==> src/hw/i2c_regs_pkg.sv <==
package i2c_regs_pkg;

    // ==========================================================
    // register indices (byte address is four times the index)
    localparam logic [5:0] IDX_RX_BYTE = 6'h06;
    localparam logic [5:0] IDX_STATUS_MAIN = 6'h07;
    localparam logic [5:0] IDX_CONTROL_MAIN = 6'h10;
    localparam logic [5:0] IDX_BUS_RATE_CFG = 6'h11;
    localparam logic [5:0] IDX_OWN_ADDRESS_A = 6'h12;
    localparam logic [5:0] IDX_OWN_ADDRESS_B = 6'h13;
    localparam logic [7:0] REG_RESET = 8'h00;

    // ==========================================================
    // control_main fields
    localparam int CR_INTERFACE_ON = 5;
    localparam int CR_GENERAL_CALL_ON = 4;
    localparam int CR_START = 3;
    localparam int CR_ACK = 2;
    localparam int CR_STOP = 1;
    localparam int CR_IRQ_ON = 0;

    // ==========================================================
    // bus_rate_cfg fields and divider arithmetic
    localparam int RATE_SPEED_SELECT = 7;
    localparam logic [8:0] STD_MUL = 9'h003;
    localparam logic [8:0] STD_ADD = 9'h00b;
    localparam logic [8:0] FAST_MUL = 9'h002;
    localparam logic [8:0] FAST_ADD = 9'h009;

    // ==========================================================
    // address recognition constants
    localparam logic [7:0] GENERAL_CALL_ADDR = 8'h00;
    localparam logic [7:0] NEVER_ADDR = 8'h01;
    localparam logic [4:0] TEN_BIT_HEADER = 5'h1e;

    // ==========================================================
    // carriers
    typedef struct packed {
        logic start_det;
        logic stop_det;
        logic start_done;
        logic stop_done;
        logic addr_hit;
        logic addr_done;
        logic ten_hdr_sent;
        logic byte_done;
        logic byte_was_tx;
        logic rx_valid;
        logic no_ack;
        logic arb_lost;
        logic bus_err;
    } bus_event_t;

    typedef struct packed {
        logic no_ack_flag;
        logic stop_seen_flag;
        logic lost_arbitration;
        logic bus_fault_flag;
    } error_flags_t;

    typedef struct packed {
        logic interface_on;
        logic general_call_on;
        logic start_req;
        logic ack_on;
        logic stop_req;
        logic irq_on;
        logic controller_role;
        logic bus_speed_select;
        logic [6:0] clock_divider;
    } control_t;

    typedef struct packed {
        logic own7;
        logic gcall;
        logic hdr10;
        logic low10;
    } addr_match_t;

endpackage

==> src/hw/i2c_rate_divider.sv <==
`timescale 1ns/1ps
module i2c_rate_divider (
    input wire logic i_clock,
    input wire logic i_rst,
    input wire logic i_run,
    input wire logic i_speed_select,
    input wire logic [6:0] i_clock_divider,
    output logic o_tick
);
    import i2c_regs_pkg::*;

    logic [8:0] period;
    logic [8:0] count;

    // ==========================================================
    // period: 3*div+11 standard, 2*div+9 fast
    always_comb begin
        if (i_speed_select) begin
            period = ({2'b00, i_clock_divider} * STD_MUL) + STD_ADD;
        end else begin
            period = ({2'b00, i_clock_divider} * FAST_MUL) + FAST_ADD;
        end
    end

    // a new divider value takes hold at once; if shortened below the count, the next cycle wraps
    always_ff @(posedge i_clock) begin
        if (i_rst || !i_run) begin
            count <= 9'h000;
            o_tick <= 1'b0;
        end else if (count >= period - 9'h001) begin
            count <= 9'h000;
            o_tick <= 1'b1;
        end else begin
            count <= count + 9'h001;
            o_tick <= 1'b0;
        end
    end

endmodule

==> src/hw/i2c_control_status_registers.sv <==
`timescale 1ns/1ps
// Notes on behaviour
// interface off clears all control and status bits but stop and busy; bus outputs released.
// software writes control twice to enable; first write sets only interface-on.
// interface on switches the pins to their two-wire alternate function.
// general call 00h acknowledged when enabled, 01h ignored; disable clears enable.
// start request gives (repeated) start; cleared when start sent or on disable.
// acknowledge-enable returns ack after received bytes; disable clears it.
// master stop request makes stop; hardware clears it; disable keeps it.
// slave transmitter stop request releases lines after last byte; software clears it.
// speed select survives disable; rate is cpu/(3d+11) standard or cpu/(2d+9) fast.
// software keeps divider at least 3 standard, at least 2 fast.
// 7-bit match on bits 7-1, direction ignored, 01h never; addresses survive disable.
// 10-bit address uses own_address_b bits 2-1 above own_address_a; bit 0 zero.
// first received byte captured automatically; later ones only after a receive read.
// summary flag set on any event; error-register read or disable clears it.
// 10-bit header flag set after header sent; status read then write clears.
// direction flag shows transmitted byte while byte-done; clears with it, stop, loss.
// busy set on start, cleared on stop or bus fault; frozen while disabled.
// byte-done holds clock low; cleared by status read then data access, or disable.
// byte-done after ack pulse; for address byte only after address-complete event.
// address hit sets on match or general call, holds clock low, status read clears.
// master role set by start request; cleared by stop, lost arbitration, disable.
// start-sent set after start made; status read then address write clears.
// error flags live in error register; clock not held low while any set.
// unused bits of control and own_address_b read zero, writes ignored.
module i2c_control_status_registers (
    input wire logic i_clock,
    input wire logic i_rst,
    input wire logic [7:0] i_avs_address,
    input wire logic i_avs_read,
    input wire logic i_avs_write,
    input wire logic [31:0] i_avs_writedata,
    output logic [31:0] o_avs_readdata,
    output logic o_avs_waitrequest,
    input i2c_regs_pkg::bus_event_t i_evt,
    input i2c_regs_pkg::error_flags_t i_err,
    input wire logic i_error_read,
    input wire logic i_tx_write,
    input wire logic [7:0] i_rx_data,
    input wire logic [7:0] i_addr_byte,
    input wire logic i_addr_strobe,
    output i2c_regs_pkg::control_t o_ctl,
    output i2c_regs_pkg::addr_match_t o_match,
    output logic o_rx_ready,
    output logic o_scl_hold,
    output logic o_release_lines,
    output logic o_alt_function,
    output logic o_rate_tick
);
    import i2c_regs_pkg::*;
    // ==========================================================
    // register state
    logic interface_on;
    logic general_call_on;
    logic start_req;
    logic ack_on;
    logic stop_req;
    logic irq_on;
    logic bus_speed_select;
    logic [6:0] clock_divider;
    logic [7:0] own_address_a;
    logic [1:0] own_address_high;
    logic [7:0] rx_byte;
    logic any_event_flag;
    logic ten_bit_header_sent;
    logic sent_not_received;
    logic bus_busy;
    logic byte_done_flag;
    logic own_address_hit;
    logic controller_role;
    logic start_sent_flag;
    logic status_read_armed;
    logic addr_done_pending;
    logic rx_ready;
    logic [7:0] read_mux;
    logic [7:0] status_main;
    // ==========================================================
    // avalon slave: one wait cycle, then a single cycle with waitrequest low
    logic request;
    logic access_done;
    logic [5:0] index;
    logic [7:0] wdata;
    logic cr_write;
    logic rx_read;
    logic sr1_read;
    assign request = i_avs_read || i_avs_write;
    assign access_done = request && !o_avs_waitrequest;
    assign index = i_avs_address[7:2];
    assign wdata = i_avs_writedata[7:0];
    assign cr_write = access_done && i_avs_write && (index == IDX_CONTROL_MAIN);
    assign rx_read = access_done && i_avs_read && (index == IDX_RX_BYTE);
    assign sr1_read = access_done && i_avs_read && (index == IDX_STATUS_MAIN);
    always_ff @(posedge i_clock) begin
        if (i_rst) begin
            o_avs_waitrequest <= 1'b1;
        end else if (request && o_avs_waitrequest) begin
            o_avs_waitrequest <= 1'b0;
        end else begin
            o_avs_waitrequest <= 1'b1;
        end
    end
    assign status_main = {any_event_flag, ten_bit_header_sent, sent_not_received, bus_busy,
                          byte_done_flag, own_address_hit, controller_role, start_sent_flag};
    always_comb begin
        case (index)
            IDX_RX_BYTE: read_mux = rx_byte;
            IDX_STATUS_MAIN: read_mux = status_main;
            IDX_CONTROL_MAIN: read_mux = {2'b00, interface_on, general_call_on,
                                          start_req, ack_on, stop_req, irq_on};
            IDX_BUS_RATE_CFG: read_mux = {bus_speed_select, clock_divider};
            IDX_OWN_ADDRESS_A: read_mux = own_address_a;
            IDX_OWN_ADDRESS_B: read_mux = {5'b00000, own_address_high, 1'b0};
            default: read_mux = REG_RESET;
        endcase
    end
    // read data is latched when the request is first seen and stands on the answer edge
    always_ff @(posedge i_clock) begin
        if (i_rst) begin
            o_avs_readdata <= 32'h00000000;
        end else if (i_avs_read && o_avs_waitrequest) begin
            o_avs_readdata <= {24'h000000, read_mux};
        end
    end
    // ==========================================================
    // control_main
    always_ff @(posedge i_clock) begin
        if (i_rst) begin
            interface_on <= 1'b0;
            general_call_on <= 1'b0;
            start_req <= 1'b0;
            ack_on <= 1'b0;
            stop_req <= 1'b0;
            irq_on <= 1'b0;
        end else if (cr_write) begin
            if (!interface_on) begin
                // first write after disable wakes the block only
                interface_on <= wdata[CR_INTERFACE_ON];
            end else if (!wdata[CR_INTERFACE_ON]) begin
                interface_on <= 1'b0;
                general_call_on <= 1'b0;
                start_req <= 1'b0;
                ack_on <= 1'b0;
                irq_on <= 1'b0;
                stop_req <= wdata[CR_STOP];
            end else begin
                general_call_on <= wdata[CR_GENERAL_CALL_ON];
                start_req <= wdata[CR_START];
                ack_on <= wdata[CR_ACK];
                stop_req <= wdata[CR_STOP];
                irq_on <= wdata[CR_IRQ_ON];
            end
        end else if (!interface_on) begin
            general_call_on <= 1'b0;
            start_req <= 1'b0;
            ack_on <= 1'b0;
            irq_on <= 1'b0;
        end else begin
            if (i_evt.start_done) begin
                start_req <= 1'b0;
            end
            // only the master clears stop; a slave transmitter leaves it to software
            if (i_evt.stop_done && controller_role) begin
                stop_req <= 1'b0;
            end
        end
    end
    // ==========================================================
    // configuration registers, untouched by disable
    always_ff @(posedge i_clock) begin
        if (i_rst) begin
            bus_speed_select <= 1'b0;
            clock_divider <= 7'h00;
            own_address_a <= REG_RESET;
            own_address_high <= 2'b00;
        end else if (access_done && i_avs_write) begin
            case (index)
                IDX_BUS_RATE_CFG: begin
                    bus_speed_select <= wdata[RATE_SPEED_SELECT];
                    clock_divider <= wdata[6:0];
                end
                IDX_OWN_ADDRESS_A: own_address_a <= wdata;
                IDX_OWN_ADDRESS_B: own_address_high <= wdata[2:1];
                default: begin
                end
            endcase
        end
    end
    // ==========================================================
    // status read arms the two-step clears
    always_ff @(posedge i_clock) begin
        if (i_rst || !interface_on) begin
            status_read_armed <= 1'b0;
        end else if (sr1_read) begin
            status_read_armed <= 1'b1;
        end else if (rx_read || i_tx_write || cr_write) begin
            status_read_armed <= 1'b0;
        end
    end
    // ==========================================================
    // status_main flags; set wins over a clear in the same cycle, except controller_role where the clear wins
    always_ff @(posedge i_clock) begin
        if (i_rst || !interface_on) begin
            any_event_flag <= 1'b0;
        end else begin
            if (i_error_read || (status_read_armed && (rx_read || i_tx_write || cr_write)) ||
                (sr1_read && own_address_hit && !byte_done_flag && !start_sent_flag &&
                 !ten_bit_header_sent)) begin
                any_event_flag <= 1'b0;
            end
            if (i_evt.byte_done || i_evt.addr_hit || i_evt.start_done || i_evt.no_ack ||
                i_evt.stop_det || i_evt.arb_lost || i_evt.bus_err || i_evt.ten_hdr_sent ||
                i_evt.addr_done) begin
                any_event_flag <= 1'b1;
            end
        end
    end
    always_ff @(posedge i_clock) begin
        if (i_rst || !interface_on) begin
            ten_bit_header_sent <= 1'b0;
        end else if (i_evt.ten_hdr_sent) begin
            ten_bit_header_sent <= 1'b1;
        end else if (status_read_armed && i_tx_write) begin
            ten_bit_header_sent <= 1'b0;
        end
    end
    // a transmitted byte may only flag done once the address-complete step is cleared
    always_ff @(posedge i_clock) begin
        if (i_rst || !interface_on) begin
            addr_done_pending <= 1'b0;
        end else if (i_evt.addr_done) begin
            addr_done_pending <= 1'b1;
        end else if (status_read_armed && cr_write) begin
            addr_done_pending <= 1'b0;
        end
    end
    logic byte_done_set;
    logic byte_done_clear;
    assign byte_done_set = i_evt.byte_done && !(i_evt.byte_was_tx && addr_done_pending);
    assign byte_done_clear = status_read_armed && (rx_read || i_tx_write);
    always_ff @(posedge i_clock) begin
        if (i_rst || !interface_on) begin
            byte_done_flag <= 1'b0;
        end else if (byte_done_set) begin
            byte_done_flag <= 1'b1;
        end else if (byte_done_clear) begin
            byte_done_flag <= 1'b0;
        end
    end

    always_ff @(posedge i_clock) begin
        if (i_rst || !interface_on) begin
            sent_not_received <= 1'b0;
        end else if (byte_done_set) begin
            sent_not_received <= i_evt.byte_was_tx;
        end else if (byte_done_clear || i_evt.stop_det || i_evt.arb_lost) begin
            sent_not_received <= 1'b0;
        end
    end
    // busy is frozen, not cleared, while the interface is off
    always_ff @(posedge i_clock) begin
        if (i_rst) begin
            bus_busy <= 1'b0;
        end else if (interface_on) begin
            if (i_evt.start_det) begin
                bus_busy <= 1'b1;
            end else if (i_evt.stop_det || i_evt.bus_err) begin
                bus_busy <= 1'b0;
            end
        end
    end

    always_ff @(posedge i_clock) begin
        if (i_rst || !interface_on) begin
            own_address_hit <= 1'b0;
        end else if (i_evt.addr_hit) begin
            own_address_hit <= 1'b1;
        end else if (sr1_read) begin
            own_address_hit <= 1'b0;
        end
    end
    // role is taken from slave only while the bus is free; a master keeps it for repeats
    always_ff @(posedge i_clock) begin
        if (i_rst || !interface_on || (cr_write && !wdata[CR_INTERFACE_ON])) begin
            controller_role <= 1'b0;
        end else if (i_evt.stop_det || i_evt.arb_lost) begin
            controller_role <= 1'b0;
        end else if (start_req && !bus_busy) begin
            controller_role <= 1'b1;
        end
    end

    always_ff @(posedge i_clock) begin
        if (i_rst || !interface_on) begin
            start_sent_flag <= 1'b0;
        end else if (i_evt.start_done) begin
            start_sent_flag <= 1'b1;
        end else if (status_read_armed && i_tx_write) begin
            start_sent_flag <= 1'b0;
        end
    end
    // ==========================================================
    // receive path: one byte of room, reopened by a receive read
    always_ff @(posedge i_clock) begin
        if (i_rst || !interface_on) begin
            rx_ready <= 1'b0;
        end else if (i_evt.addr_hit || i_evt.addr_done || rx_read) begin
            rx_ready <= 1'b1;
        end else if (i_evt.rx_valid) begin
            rx_ready <= 1'b0;
        end
    end
    // the last byte is kept across disable so software can still read it
    always_ff @(posedge i_clock) begin
        if (i_rst) begin
            rx_byte <= REG_RESET;
        end else if (interface_on && i_evt.rx_valid && rx_ready) begin
            rx_byte <= i_rx_data;
        end
    end
    // ==========================================================
    // address recognition, sampled when the engine strobes a received address byte
    always_ff @(posedge i_clock) begin
        if (i_rst || !interface_on) begin
            o_match <= '0;
        end else if (i_addr_strobe) begin
            o_match.own7 <= (i_addr_byte[7:1] == own_address_a[7:1]) &&
                            (i_addr_byte != NEVER_ADDR);
            o_match.gcall <= general_call_on && (i_addr_byte == GENERAL_CALL_ADDR);
            o_match.hdr10 <= (i_addr_byte[7:3] == TEN_BIT_HEADER) &&
                             (i_addr_byte[2:1] == own_address_high);
            o_match.low10 <= (i_addr_byte == own_address_a);
        end
    end
    // ==========================================================
    // bus-facing outputs
    always_ff @(posedge i_clock) begin
        if (i_rst) begin
            o_scl_hold <= 1'b0;
            o_release_lines <= 1'b1;
            o_alt_function <= 1'b0;
            o_rx_ready <= 1'b0;
        end else begin
            // an error flag lets the clock go even with a pending software step
            o_scl_hold <= interface_on && !(|i_err) && !o_release_lines &&
                          (byte_done_flag || own_address_hit || start_sent_flag ||
                           ten_bit_header_sent);
            o_release_lines <= !interface_on || (stop_req && !controller_role &&
                               byte_done_flag && sent_not_received);
            o_alt_function <= interface_on;
            o_rx_ready <= rx_ready;
        end
    end
    assign o_ctl = '{interface_on: interface_on, general_call_on: general_call_on,
                     start_req: start_req, ack_on: ack_on, stop_req: stop_req,
                     irq_on: irq_on, controller_role: controller_role,
                     bus_speed_select: bus_speed_select, clock_divider: clock_divider};
    // ==========================================================
    // bit-rate tick; divider below the safe minimum is software's fault
    i2c_rate_divider u_rate (
        .i_clock(i_clock),
        .i_rst(i_rst),
        .i_run(interface_on),
        .i_speed_select(bus_speed_select),
        .i_clock_divider(clock_divider),
        .o_tick(o_rate_tick)
    );
endmodule

==> config.mk <==
export PLATFORM = sky130hd
export DESIGN_NAME = i2c_control_status_registers
export DESIGN_NICKNAME = d
export VERILOG_FILES = /design/src/hw/i2c_regs_pkg.sv /design/src/hw/i2c_rate_divider.sv /design/src/hw/i2c_control_status_registers.sv
export SDC_FILE = /design/constraint.sdc
export NUM_CORES = 1
export LEC_CHECK = 0
export ABC_CLOCK_PERIOD_IN_PS = 9200
export BUFFER_PORTS_ARGS = -buffer_cell sky130_fd_sc_hd__buf_2
export CAP_MARGIN = 15
export CELL_PAD_IN_SITES_DETAIL_PLACEMENT = 1
export CELL_PAD_IN_SITES_GLOBAL_PLACEMENT = 1
export CORE_ASPECT_RATIO = 0.6
export CORE_UTILIZATION = 40
export CTS_CLUSTER_SIZE = 20
export DETAILED_ROUTE_END_ITERATION = 10
export GPL_TIMING_DRIVEN = 1
export HOLD_SLACK_MARGIN = 0.06
export PLACE_DENSITY_LB_ADDON = 0.1
export SKIP_CTS_REPAIR_TIMING = 1
export SYNTH_ARGS = -nofsm -noshare
export SYNTH_HDL_FRONTEND = slang
export SYNTH_SLANG_ARGS = --single-unit
export TNS_END_PERCENT = 1
==> constraint.sdc <==
create_clock -name i_clock -period 9.2 [get_ports i_clock]
set_input_delay 1.38 -clock i_clock [delete_from_list [all_inputs] [get_ports i_clock]]
set_output_delay 1.38 -clock i_clock [all_outputs]
set_load 0.005 [all_outputs]
==> results of run 1 <==
## per-stage QoR
stage	worst slack [ns]	cell area (µm²)	util [%]
after global placement	5.13	4590	45.3
final	4.96	4850	47.9
after detailed placement	4.94	4590	45.3
after CTS	4.92	4850	47.9
after global routing	4.43	4850	47.9
after floorplan	5.59	4360	-
## metal layers
metal,GRT usage (%),vias up
li1,-,1913
met1,36.9,1920
met2,34.8,132
met3,5.62,8
met4,4.27,0
met5,0,-
## layout by cell type, fill, tap and decap left out, types with 5 or more instances in the layout
cell | Yosys | layout
a2111oi_0 | 8 | 8
a211oi_1 | 6 | 6
a21oi_1 | 48 | 48
a22oi_1 | 7 | 7
buf_2 | 3 | 86
clkbuf_16 | 0 | 9
conb_1 | 1 | 24
dfxtp_1 | 70 | 70
ha_1 | 24 | 24
inv_1 | 16 | 16
mux2i_1 | 17 | 17
nand2_1 | 46 | 46
nand2b_1 | 5 | 5
nand3_1 | 31 | 31
nor2_1 | 44 | 44
nor2b_1 | 8 | 8
nor3_1 | 13 | 13
nor4_1 | 5 | 5
o21ai_0 | 10 | 10
xnor2_1 | 15 | 15
xor2_1 | 16 | 16
## registers in the layout (all words and copies together) (netlist names), 2 cells and up
register and count:
u_rate.count 9, o_avs_readdata 8, own_address_a 8, rx_byte 8, clock_divider 7, o_match 4, own_address_high 2
## kinds of logic after synthesis
| logic type | after synthesis | synth area share (%) |
|---|---|---|
| flip-flops | 70 | 32.8 |
| AO/OA/AOI/OAI | 116 | 18.4 |
| AND/OR/NAND/NOR | 179 | 20.6 |
| XOR/XNOR | 31 | 6.36 |
| buffers and inverters | 75 | 10.5 |
| other | 1 | 0.0878 |
| multiplexers | 18 | 4.25 |
| adder cells (fa/ha/maj) | 24 | 7.03 |
## synthesized netlist by cell type, types with 3 or more instances
cell type and number:
dfxtp_1 70, a21oi_1 48, nand2_1 46, nor2_1 44, buf_4 32, nand3_1 31, ha_1 24, clkbuf_1 17
mux2i_1 17, inv_1 16, xor2_1 16, xnor2_1 15, nor3_1 13, o21ai_0 10, a2111oi_0 8, nor2b_1 8
a22oi_1 7, a211oi_1 6, nand2b_1 5, nor4_1 5, a21o_1 4, a222oi_1 4, and2_1 4, nand4_1 4
nor4b_1 4, o211ai_1 4, o2bb2ai_1 4, a22o_1 3, a31oi_1 3, buf_2 3, buf_6 3, nand4b_1 3
## critical path, delay by kind of cell, from the launching register on
kind | cells | cell delay, ns
buffers and inverters | 2 | 0.14
xor gates and xnor gates | 1 | 0.17
adders and majority gates | 3 | 1.01
DFF | 1 | 0.59
and+or+nand+nor | 3 | 0.89
AOI/OAI and AO/OA | 5 | 1.32
## how the worst min path moves through the flow
stage                                   end  cells past startpoint
floorplan             o_scl_hold$_SDFF_PP0_                      2
global placement    o_match[3]$_SDFFE_PP0P_                      2
CTS                 o_match[3]$_SDFFE_PP0P_                      2
global route          o_rx_ready$_SDFF_PP0_                      1
finish              o_match[3]$_SDFFE_PP0P_                      2
detailed placement  o_match[3]$_SDFFE_PP0P_                      2
## area by class of cell
| cell class | instances | area [µm²] |
|---|---|---|
| Fill cell | 1277 | 5280 |
| Clock buffer | 10 | 229 |
| Tap cell | 135 | 169 |
| Timing Repair Buffer | 88 | 445 |
| Clock inverter | 5 | 27.5 |
| Inverter | 16 | 60.1 |
| Multi-Input combinational cell | 392 | 2510 |
| Sequential cell | 70 | 1400 |
## report_power, final
part,switching (mW),internal [mW]
Clock,0.127,0.179
Sequential,0.00133,0.304
Combinational,0.0263,0.0158
Total,0.155,0.499
==> impl_metrics.json, run 1 <==
{
  "status": "finished, final reports clean",
  "syn2layout_area_growth_pct": 13.5,
  "drive_gt1_share_pct": 19.1,
  "via_per_inst": 5.55,
  "die_x_um": 135,
  "fp.dieArea_um2": 11100,
  "grt_setup_unrepaired": "no",
  "worstSetupPathType": "reg -> reg",
  "ant_nets": 0,
  "vias": 3973,
  "worst_path_max_delay_cell": "nor3_1",
  "worstReg2RegStart": "clock_divider[2]$_SDFFE_PP0P_",
  "reg2regPathDepth": 14,
  "wirelength_um": 13100,
  "min_period_over_period_pct": 46.1,
  "globalplace.congestion": 0.875,
  "first_iter_violations": 255,
  "synth_seq_cells": 70,
  "ctsHtreeMaxLevel": 3,
  "cts-buffers-inserted": 9,
  "cts_root_buf": "clkbuf_16",
  "dp_cells": 701,
  "total_power_mw": 0.654,
  "worst_slew_pin_slew_ns": 1.12,
  "max-vdd-ir-drop_v": 0.0000907,
  "grt_pass1_wl_um": 20400,
  "fp-row-count": 28,
  "p_leak_nw": 2.08,
  "synth.distinct_cells": 59,
  "num_antenna_cells": 0,
  "wl_met2_um": 5310,
  "worstSetupEndpointType": "register",
  "syn_area_per_cell_um2": 8.31,
  "slew_viol_final": 0,
  "grt_pass1_vias": 3740,
  "syn_inst": 514,
  "synth_top_area_share_pct": 32.8,
  "synthFlopType": "dfxtp_1",
  "met1_length_um": 6820,
  "setup_viol": 0,
  "arrival_ns": 4.45,
  "antenna_found_initial": 0,
  "critPathMostFrequentCell": "ha_1",
  "synth_top_cell_by_area": "dfxtp_1",
  "cp-start-kind": "register",
  "core_um2": 10100,
  "gr-total-overflow": 0,
  "cap_violations": 0,
  "ys_seq_area_share_pct": 32.8,
  "r2r_end": "u_rate.count[6]$_SDFF_PP0_",
  "cts_tree": "built",
  "critical_path.endpoint": "u_rate.count[6]$_SDFF_PP0_",
  "synth_warnings": 0,
  "hpwl_um": 10000,
  "p_per_area_nw_per_um2": 135,
  "critPathMaxStageDelay_ns": 0.61,
  "crit_start": "clock_divider[2]$_SDFFE_PP0P_",
  "min_path_type": "reg -> reg",
  "whs_ns": 0.468,
  "cts_buffer_depth": 2,
  "start_util_pct": 42.2,
  "async_reset_ff_share_pct": 0,
  "synth_area_um2": 4270,
  "fp.dieH_um": 82.0,
  "hp-start": "o_match[3]$_SDFFE_PP0P_",
  "rrSetupSlack_ns": 4.96,
  "wl_per_cell_um": 18.3,
  "tns_ns": 0,
  "top_layer": "met4",
  "clk_latency_ns": 0.33,
  "routed-wl-met3_um": 918,
  "port_buffers": 86,
  "max_freq_ghz": 0.236,
  "critPathMaxFanout": 11,
  "cts_sinks": 70,
  "nNetsFinal": 681,
  "drc_errors": 0,
  "slew_headroom_pct": 24.9,
  "worstPathCellList": "inv_1, ha_1, inv_1, ha_1, nand2_1, o2111a_1, nor3_1, nor3_1, xnor2_1, ha_1, a21o_1, a21oi_1, o21ai_1, a2111oi_0",
  "track_usage_pct": 24.4,
  "num_io_pins": 137,
  "fin_crit_ns": 4.24,
  "first_pass_iters": 4,
  "synth_enable_flop_cells": 0,
  "netlist_top_cells_area": "dfxtp_1 33%, ha_1 7.0%, a21oi_1 5.6%",
  "skew_ns": 0.00483,
  "cts.clk_slew.worst_paths_ns": 0.06,
  "required_ns": 9.40,
  "grt_max_degree": 44,
  "fin_cells": 716,
  "finalHoldViolations": 0
}
(Power assumes the default switching activity.)
==> inputs of run 2 (changes only) <==
- ABC_CLOCK_PERIOD_IN_PS: 9200 -> 4200
- CORE_UTILIZATION: 40 -> 37
- clock period: 9.2 -> 4.2 ns (I/O delays scaled with it)
==> run 2 against run 1 <==
Critical path depth unchanged. Clock skew increased by 0.0045 ns. Via count increased by 1.2%. Fmax increased by 8.0%. Routed wire length increased by 2.4%. Highest routed layer unchanged.
==> impl_metrics.json, run 2 (synthesis gave the netlist of run 1 again) <==
{
  "status": "finished, final reports clean",
  "skew_ns": 0.00933,
  "top_register": "u_rate.count",
  "critPathMaxFanout": 9,
  "grt_pass1_vias": 3874,
  "rrSetupSlack_ns": 0.27,
  "antenna_found_initial": 0,
  "hp-start": "o_match[3]$_SDFFE_PP0P_",
  "crit_start": "clock_divider[2]$_SDFFE_PP0P_",
  "final_cell_mix": "86 x buf_2, 70 x dfxtp_1, 48 x a21oi_1",
  "placed_area_um2": 4680,
  "total_power_mw": 1.65,
  "layout_commonest_cell": "buf_2",
  "p_per_area_nw_per_um2": 328,
  "vias": 4019,
  "ctsHtreeMaxLevel": 3,
  "fin_crit_ns": 3.93,
  "worstSetupEndpointType": "register",
  "max-vdd-ir-drop_v": 0.000197,
  "fp-row-count": 29,
  "min_path_type": "reg -> reg",
  "dp_worst_setup_slack_ns": 0.226,
  "grt_max_degree": 44,
  "cap_violations": 0,
  "first_pass_iters": 5,
  "slew_headroom_pct": 38.5,
  "hpwl_um": 10300,
  "core_um2": 10900,
  "worst_slew_pin_slew_ns": 0.914,
  "routed-wl-met3_um": 1030,
  "wirelength_um": 13400,
  "fin_area_um2": 5030,
  "cts.clk_slew.worst_paths_ns": 0.06,
  "fp.dieH_um": 85.2,
  "via_per_inst": 5.49,
  "dp_cells": 716,
  "first_iter_violations": 246,
  "worst_slack_ns": 0.270,
  "filler_cell_count": 1344,
  "required_ns": 4.42,
  "fp.dieArea_um2": 12000,
  "critPathMostFrequentCell": "ha_1",
  "min_period_over_period_pct": 93.6,
  "slew_viol_final": 0,
  "drive_gt1_share_pct": 21.1,
  "track_usage_pct": 23.3,
  "p_leak_nw": 2.18,
  "grt_pass1_wl_um": 21400,
  "start_util_pct": 39.2,
  "final_core_util_pct": 46.3,
  "whs_ns": 0.473,
  "cts_sinks": 70,
  "tns_ns": 0,
  "cts_root_buf": "clkbuf_16",
  "worstSetupPathType": "reg -> reg",
  "worstPathCellList": "inv_1, ha_1, inv_1, ha_1, or3_1, o221a_4, and4_2, nor3_1, xnor2_1, ha_1, a21o_1, a21oi_1, o21ai_2, a2111oi_1",
  "grt_setup_unrepaired": "no",
  "finalHoldViolations": 0,
  "multiInputGateArea_um2": 2520,
  "cts-buffers-inserted": 9,
  "num_antenna_cells": 0,
  "met1_length_um": 7060,
  "max_freq_ghz": 0.254,
  "arrival_ns": 4.15,
  "cts_buffer_depth": 2,
  "drc_errors": 0,
  "port_buffers": 86,
  "nNetsFinal": 692,
  "cp-start-kind": "register",
  "wl_per_cell_um": 18.3,
  "worstReg2RegStart": "clock_divider[2]$_SDFFE_PP0P_",
  "clk_latency_ns": 0.34,
  "num_io_pins": 137,
  "globalplace.congestion": 0.891,
  "cts_tree": "built",
  "worst_path_max_delay_cell": "dfxtp_1",
  "register_area_um2": 1400,
  "wl_met2_um": 5260,
  "top_layer": "met4",
  "syn2layout_area_growth_pct": 17.9,
  "ant_nets": 0,
  "fin_cells": 732,
  "die_x_um": 141,
  "gr-total-overflow": 0,
  "setup_viol": 0,
  "critPathMaxStageDelay_ns": 0.47,
  "largest_reg_flops": 9
}
==> run 2: final timing paths <==
path	cells past startpoint	to
worst min-delay path	2	o_match[3]$_SDFFE_PP0P_
worst max register to register	14	u_rate.count[7]$_SDFF_PP0_
worst max-delay path	14	u_rate.count[7]$_SDFF_PP0_
worst min register to register	2	o_match[3]$_SDFFE_PP0P_
==> run 2: where the power goes <==
| group | switching (mW) | internal [mW] | leakage [nW] | total [mW] |
|---|---|---|---|---|
| combinational | 0.0590 | 0.0355 | 1.45 | 0.0945 |
| sequential | 0.00302 | 0.666 | 0.564 | 0.669 |
| clock | 0.294 | 0.595 | 0.172 | 0.889 |
==> run 2: area by class of cell <==
| type | instances | area share, % |
|---|---|---|
| repair buffers | 99 | 10.5 |
| multi-input cells | 392 | 50.1 |
| well taps | 139 | 3.45 |
| clock inverters | 6 | 2.16 |
| clock buffers | 10 | 4.75 |
| inverters | 16 | 1.19 |
| flip-flops and latches | 70 | 27.8 |
==> run 2: metal layers <==
metal / vias to the layer above / track usage (%)
li1: 1939 / -
met5: - / 0
met3: 11 / 5.81
met2: 139 / 31.9
met4: 0 / 3.85
met1: 1930 / 36.2
==> run 2: worst max-delay path, delay by kind of cell, from the launching register on <==
kind	cells	cell delay, ns
buffers and inverters	2	0.14
AND/OR/NAND/NOR	3	0.97
adder cells (fa/ha/maj)	3	0.99
AO/OA/AOI/OAI	5	1.12
XOR/XNOR	1	0.13
flip-flops	1	0.47
==> inputs of run 3 (changes only) <==
- ABC_AREA: default -> 1
- CORE_UTILIZATION: 37 -> 36
==> run 3 against run 2 <==
First-iteration DRC count fell by 24%. Hold slack got worse by 0.011 ns. Critical path depth rose by 9. Cell area rose by 0.99%. Clock power fell by 8.1%. Routed wire length rose by 2.5%. Power fell by 4.2%. Utilization fell by 2.0 points. Non-clock buffer count fell by 12. Global-route usage fell by 0.059 points. Worst setup slack improved by 0.34 ns. Final cell count rose by 17%. Largest cell class unchanged.
==> impl_metrics.json, run 3 <==
{
  "drc_errors": 0,
  "filler_cell_count": 1510,
  "synth_seq_cells": 70,
  "num_io_pins": 137,
  "synth_most_common_cell": "nand2_1",
  "combinationalPowerShare_pct": 6.1,
  "fp-row-count": 30,
  "cts-buffers-inserted": 9,
  "clockPowerShare_pct": 51.6,
  "synth_area_um2": 4330,
  "netlist_top_cells_area": "dfxtp_1 32%, nand2_1 10%, ha_1 6.9%",
  "total_power_mw": 1.58,
  "grt_max_degree": 33,
  "synth_top_area_share_pct": 32.4,
  "slew_viol_final": 0,
  "cts_tree": "built",
  "ctsHtreeMaxLevel": 3,
  "cts_sinks": 70,
  "synthFlopType": "dfxtp_1",
  "cp-start-kind": "register",
  "ys_top_cells_by_count": "118 x nand2_1, 77 x inv_1, 70 x dfxtp_1",
  "status": "finished, final reports clean",
  "ant_nets": 0,
  "swShare_pct": 22.0,
  "p_per_area_nw_per_um2": 311,
  "setup_viol": 0,
  "first_iter_violations": 187,
  "port_buffers": 86,
  "grt_pass1_vias": 4204,
  "syn2layout_area_growth_pct": 17.5,
  "ys_seq_area_share_pct": 32.4,
  "fp.dieH_um": 86.9,
  "async_reset_ff_share_pct": 0,
  "largest_reg_flops": 9,
  "synth_enable_flop_cells": 0,
  "track_usage_pct": 23.2,
  "fin_crit_ns": 3.59,
  "required_ns": 4.45,
  "whs_ns": 0.462,
  "max-vdd-ir-drop_v": 0.000214,
  "clk_latency_ns": 0.33,
  "syn_inst": 613,
  "wl_per_cell_um": 16.0,
  "grt_setup_unrepaired": "no",
  "skew_ns": 0.00491,
  "core_um2": 11500,
  "slew_headroom_pct": 41.5,
  "wirelength_um": 13800,
  "nNetsFinal": 797,
  "fp.dieArea_um2": 12500,
  "cts_buffer_depth": 2,
  "min_period_over_period_pct": 85.5,
  "finalHoldViolations": 0,
  "syn_area_per_cell_um2": 7.06,
  "synth_warnings": 0,
  "hpwl_um": 11300,
  "final_cell_mix": "118 x nand2_1, 86 x buf_2, 77 x inv_1",
  "worst_slew_pin_slew_ns": 0.876,
  "max_freq_ghz": 0.279,
  "layout_commonest_cell": "nand2_1",
  "via_per_inst": 4.86,
  "synth.distinct_cells": 40,
  "tns_ns": 0,
  "cap_violations": 0,
  "dp_cells": 841,
  "worstSetupPathType": "reg -> reg",
  "cts_root_buf": "clkbuf_16",
  "top_register": "u_rate.count",
  "synth_top_cell_by_area": "dfxtp_1",
  "antenna_found_initial": 0,
  "p_int_mw": 1.23,
  "start_util_pct": 37.7,
  "fin_cells": 858,
  "first_pass_iters": 4,
  "drive_gt1_share_pct": 18.6,
  "seq_power_share_pct": 42.3,
  "cts.clk_slew.worst_paths_ns": 0.06,
  "worstSetupEndpointType": "register",
  "critPathMaxFanout": 10,
  "arrival_ns": 3.84,
  "p_sw_mw": 0.349,
  "p_leak_nw": 2.39,
  "die_x_um": 144,
  "num_antenna_cells": 0,
  "min_path_type": "reg -> reg",
  "vias": 4172,
  "grt_pass1_wl_um": 21900,
  "gr-total-overflow": 0,
  "globalplace.congestion": 0.831
}
-- run 3: cell types whose count changed in the layout (fill, tap and decap cells not counted), moves of 6 or more --
| cell | before | now |
|---|---|---|
| nor2b_1 | 8 | 0 |
| xor2_1 | 16 | 10 |
| a22oi_1 | 7 | 0 |
| a21oi_1 | 48 | 55 |
| inv_2 | 0 | 7 |
| o21ai_0 | 10 | 50 |
| nand4_1 | 4 | 14 |
| nand2_1 | 46 | 118 |
| mux2i_1 | 17 | 0 |
| buf_4 | 13 | 1 |
| inv_1 | 16 | 77 |
-- run 3: cells by family after synthesis --
family                   synth area share (%)
AND/OR/NAND/NOR                          27.7
adder cells (fa/ha/maj)                  6.94
other                                  0.0866
AO/OA/AOI/OAI                            15.0
XOR/XNOR                                 4.05
buffers and inverters                    13.8
flip-flops                               32.4
-- run 3: final cells by class --
cell class	count	area [µm²]	share of cell area [%]
inverters	84	315	6.20
clock inverters	4	70.1	1.38
multi-input cells	441	2410	47.5
well taps	160	200	3.94
repair buffers	87	438	8.61
flip-flops and latches	70	1400	27.6
clock buffers	12	246	4.85
-- run 3: critical path, stage by stage, from the launching register on --
cell	delay [ns]
dfxtp_1	0.50
inv_2	0.14
ha_1	0.30
inv_1	0.05
ha_1	0.36
nand2_1	0.08
nand2_1	0.06
inv_1	0.07
nand2_1	0.09
nand2_1	0.07
nand3_1	0.06
nand2_1	0.15
nand2_1	0.09
nor2_2	0.15
nand3_1	0.09
nand2_1	0.06
nand2_1	0.08
ha_1	0.32
nand2_1	0.10
nor2_1	0.05
a211oi_1	0.17
nand4_1	0.11
buf_4	0.18
nor3b_1	0.17
-- run 3: final timing paths --
path                                      start                    endpoint  slack [ns]  depth (start not counted)
setup / recovery  clock_divider[2]$_SDFFE_PP0P_  u_rate.count[6]$_SDFF_PP0_        0.61                         23
hold / removal          rx_byte[7]$_SDFFE_PP0P_     rx_byte[7]$_SDFFE_PP0P_        0.46                          2
setup reg to reg  clock_divider[2]$_SDFFE_PP0P_  u_rate.count[6]$_SDFF_PP0_        0.61                         23
hold reg to reg         rx_byte[7]$_SDFFE_PP0P_     rx_byte[7]$_SDFFE_PP0P_        0.46                          2
-- run 3: metrics by stage --
stage | setup WS [ns] | util (%) | area [µm²]
after floorplan | 1.07 | - | 4410
after global placement | 0.502 | 41.4 | 4760
after detailed placement | 0.365 | 41.4 | 4760
after CTS | 0.364 | 44.2 | 5080
after global routing | 0.234 | 44.3 | 5080
final | 0.610 | 44.3 | 5080
-- run 3: power groups by stage --
stage          Sequential (mW)  Clock [mW]  Combinational (mW)
5_1_grt                  0.670       0.861               0.107
2_1_floorplan            0.684           0              0.0615
6_report                 0.670       0.817              0.0967
4_1_cts                  0.670       0.833              0.0960
3_5_place_dp             0.684           0              0.0956
3_3_place_gp             0.684           0              0.0930
-- run 3: per-layer routing --
layer,up-vias,track usage (%),share of wire [%]
met5,-,0,0
met4,0,5.51,0.88
met3,13,3.46,8.4
met2,131,33.5,39
met1,1904,35.5,51
li1,2124,-,-
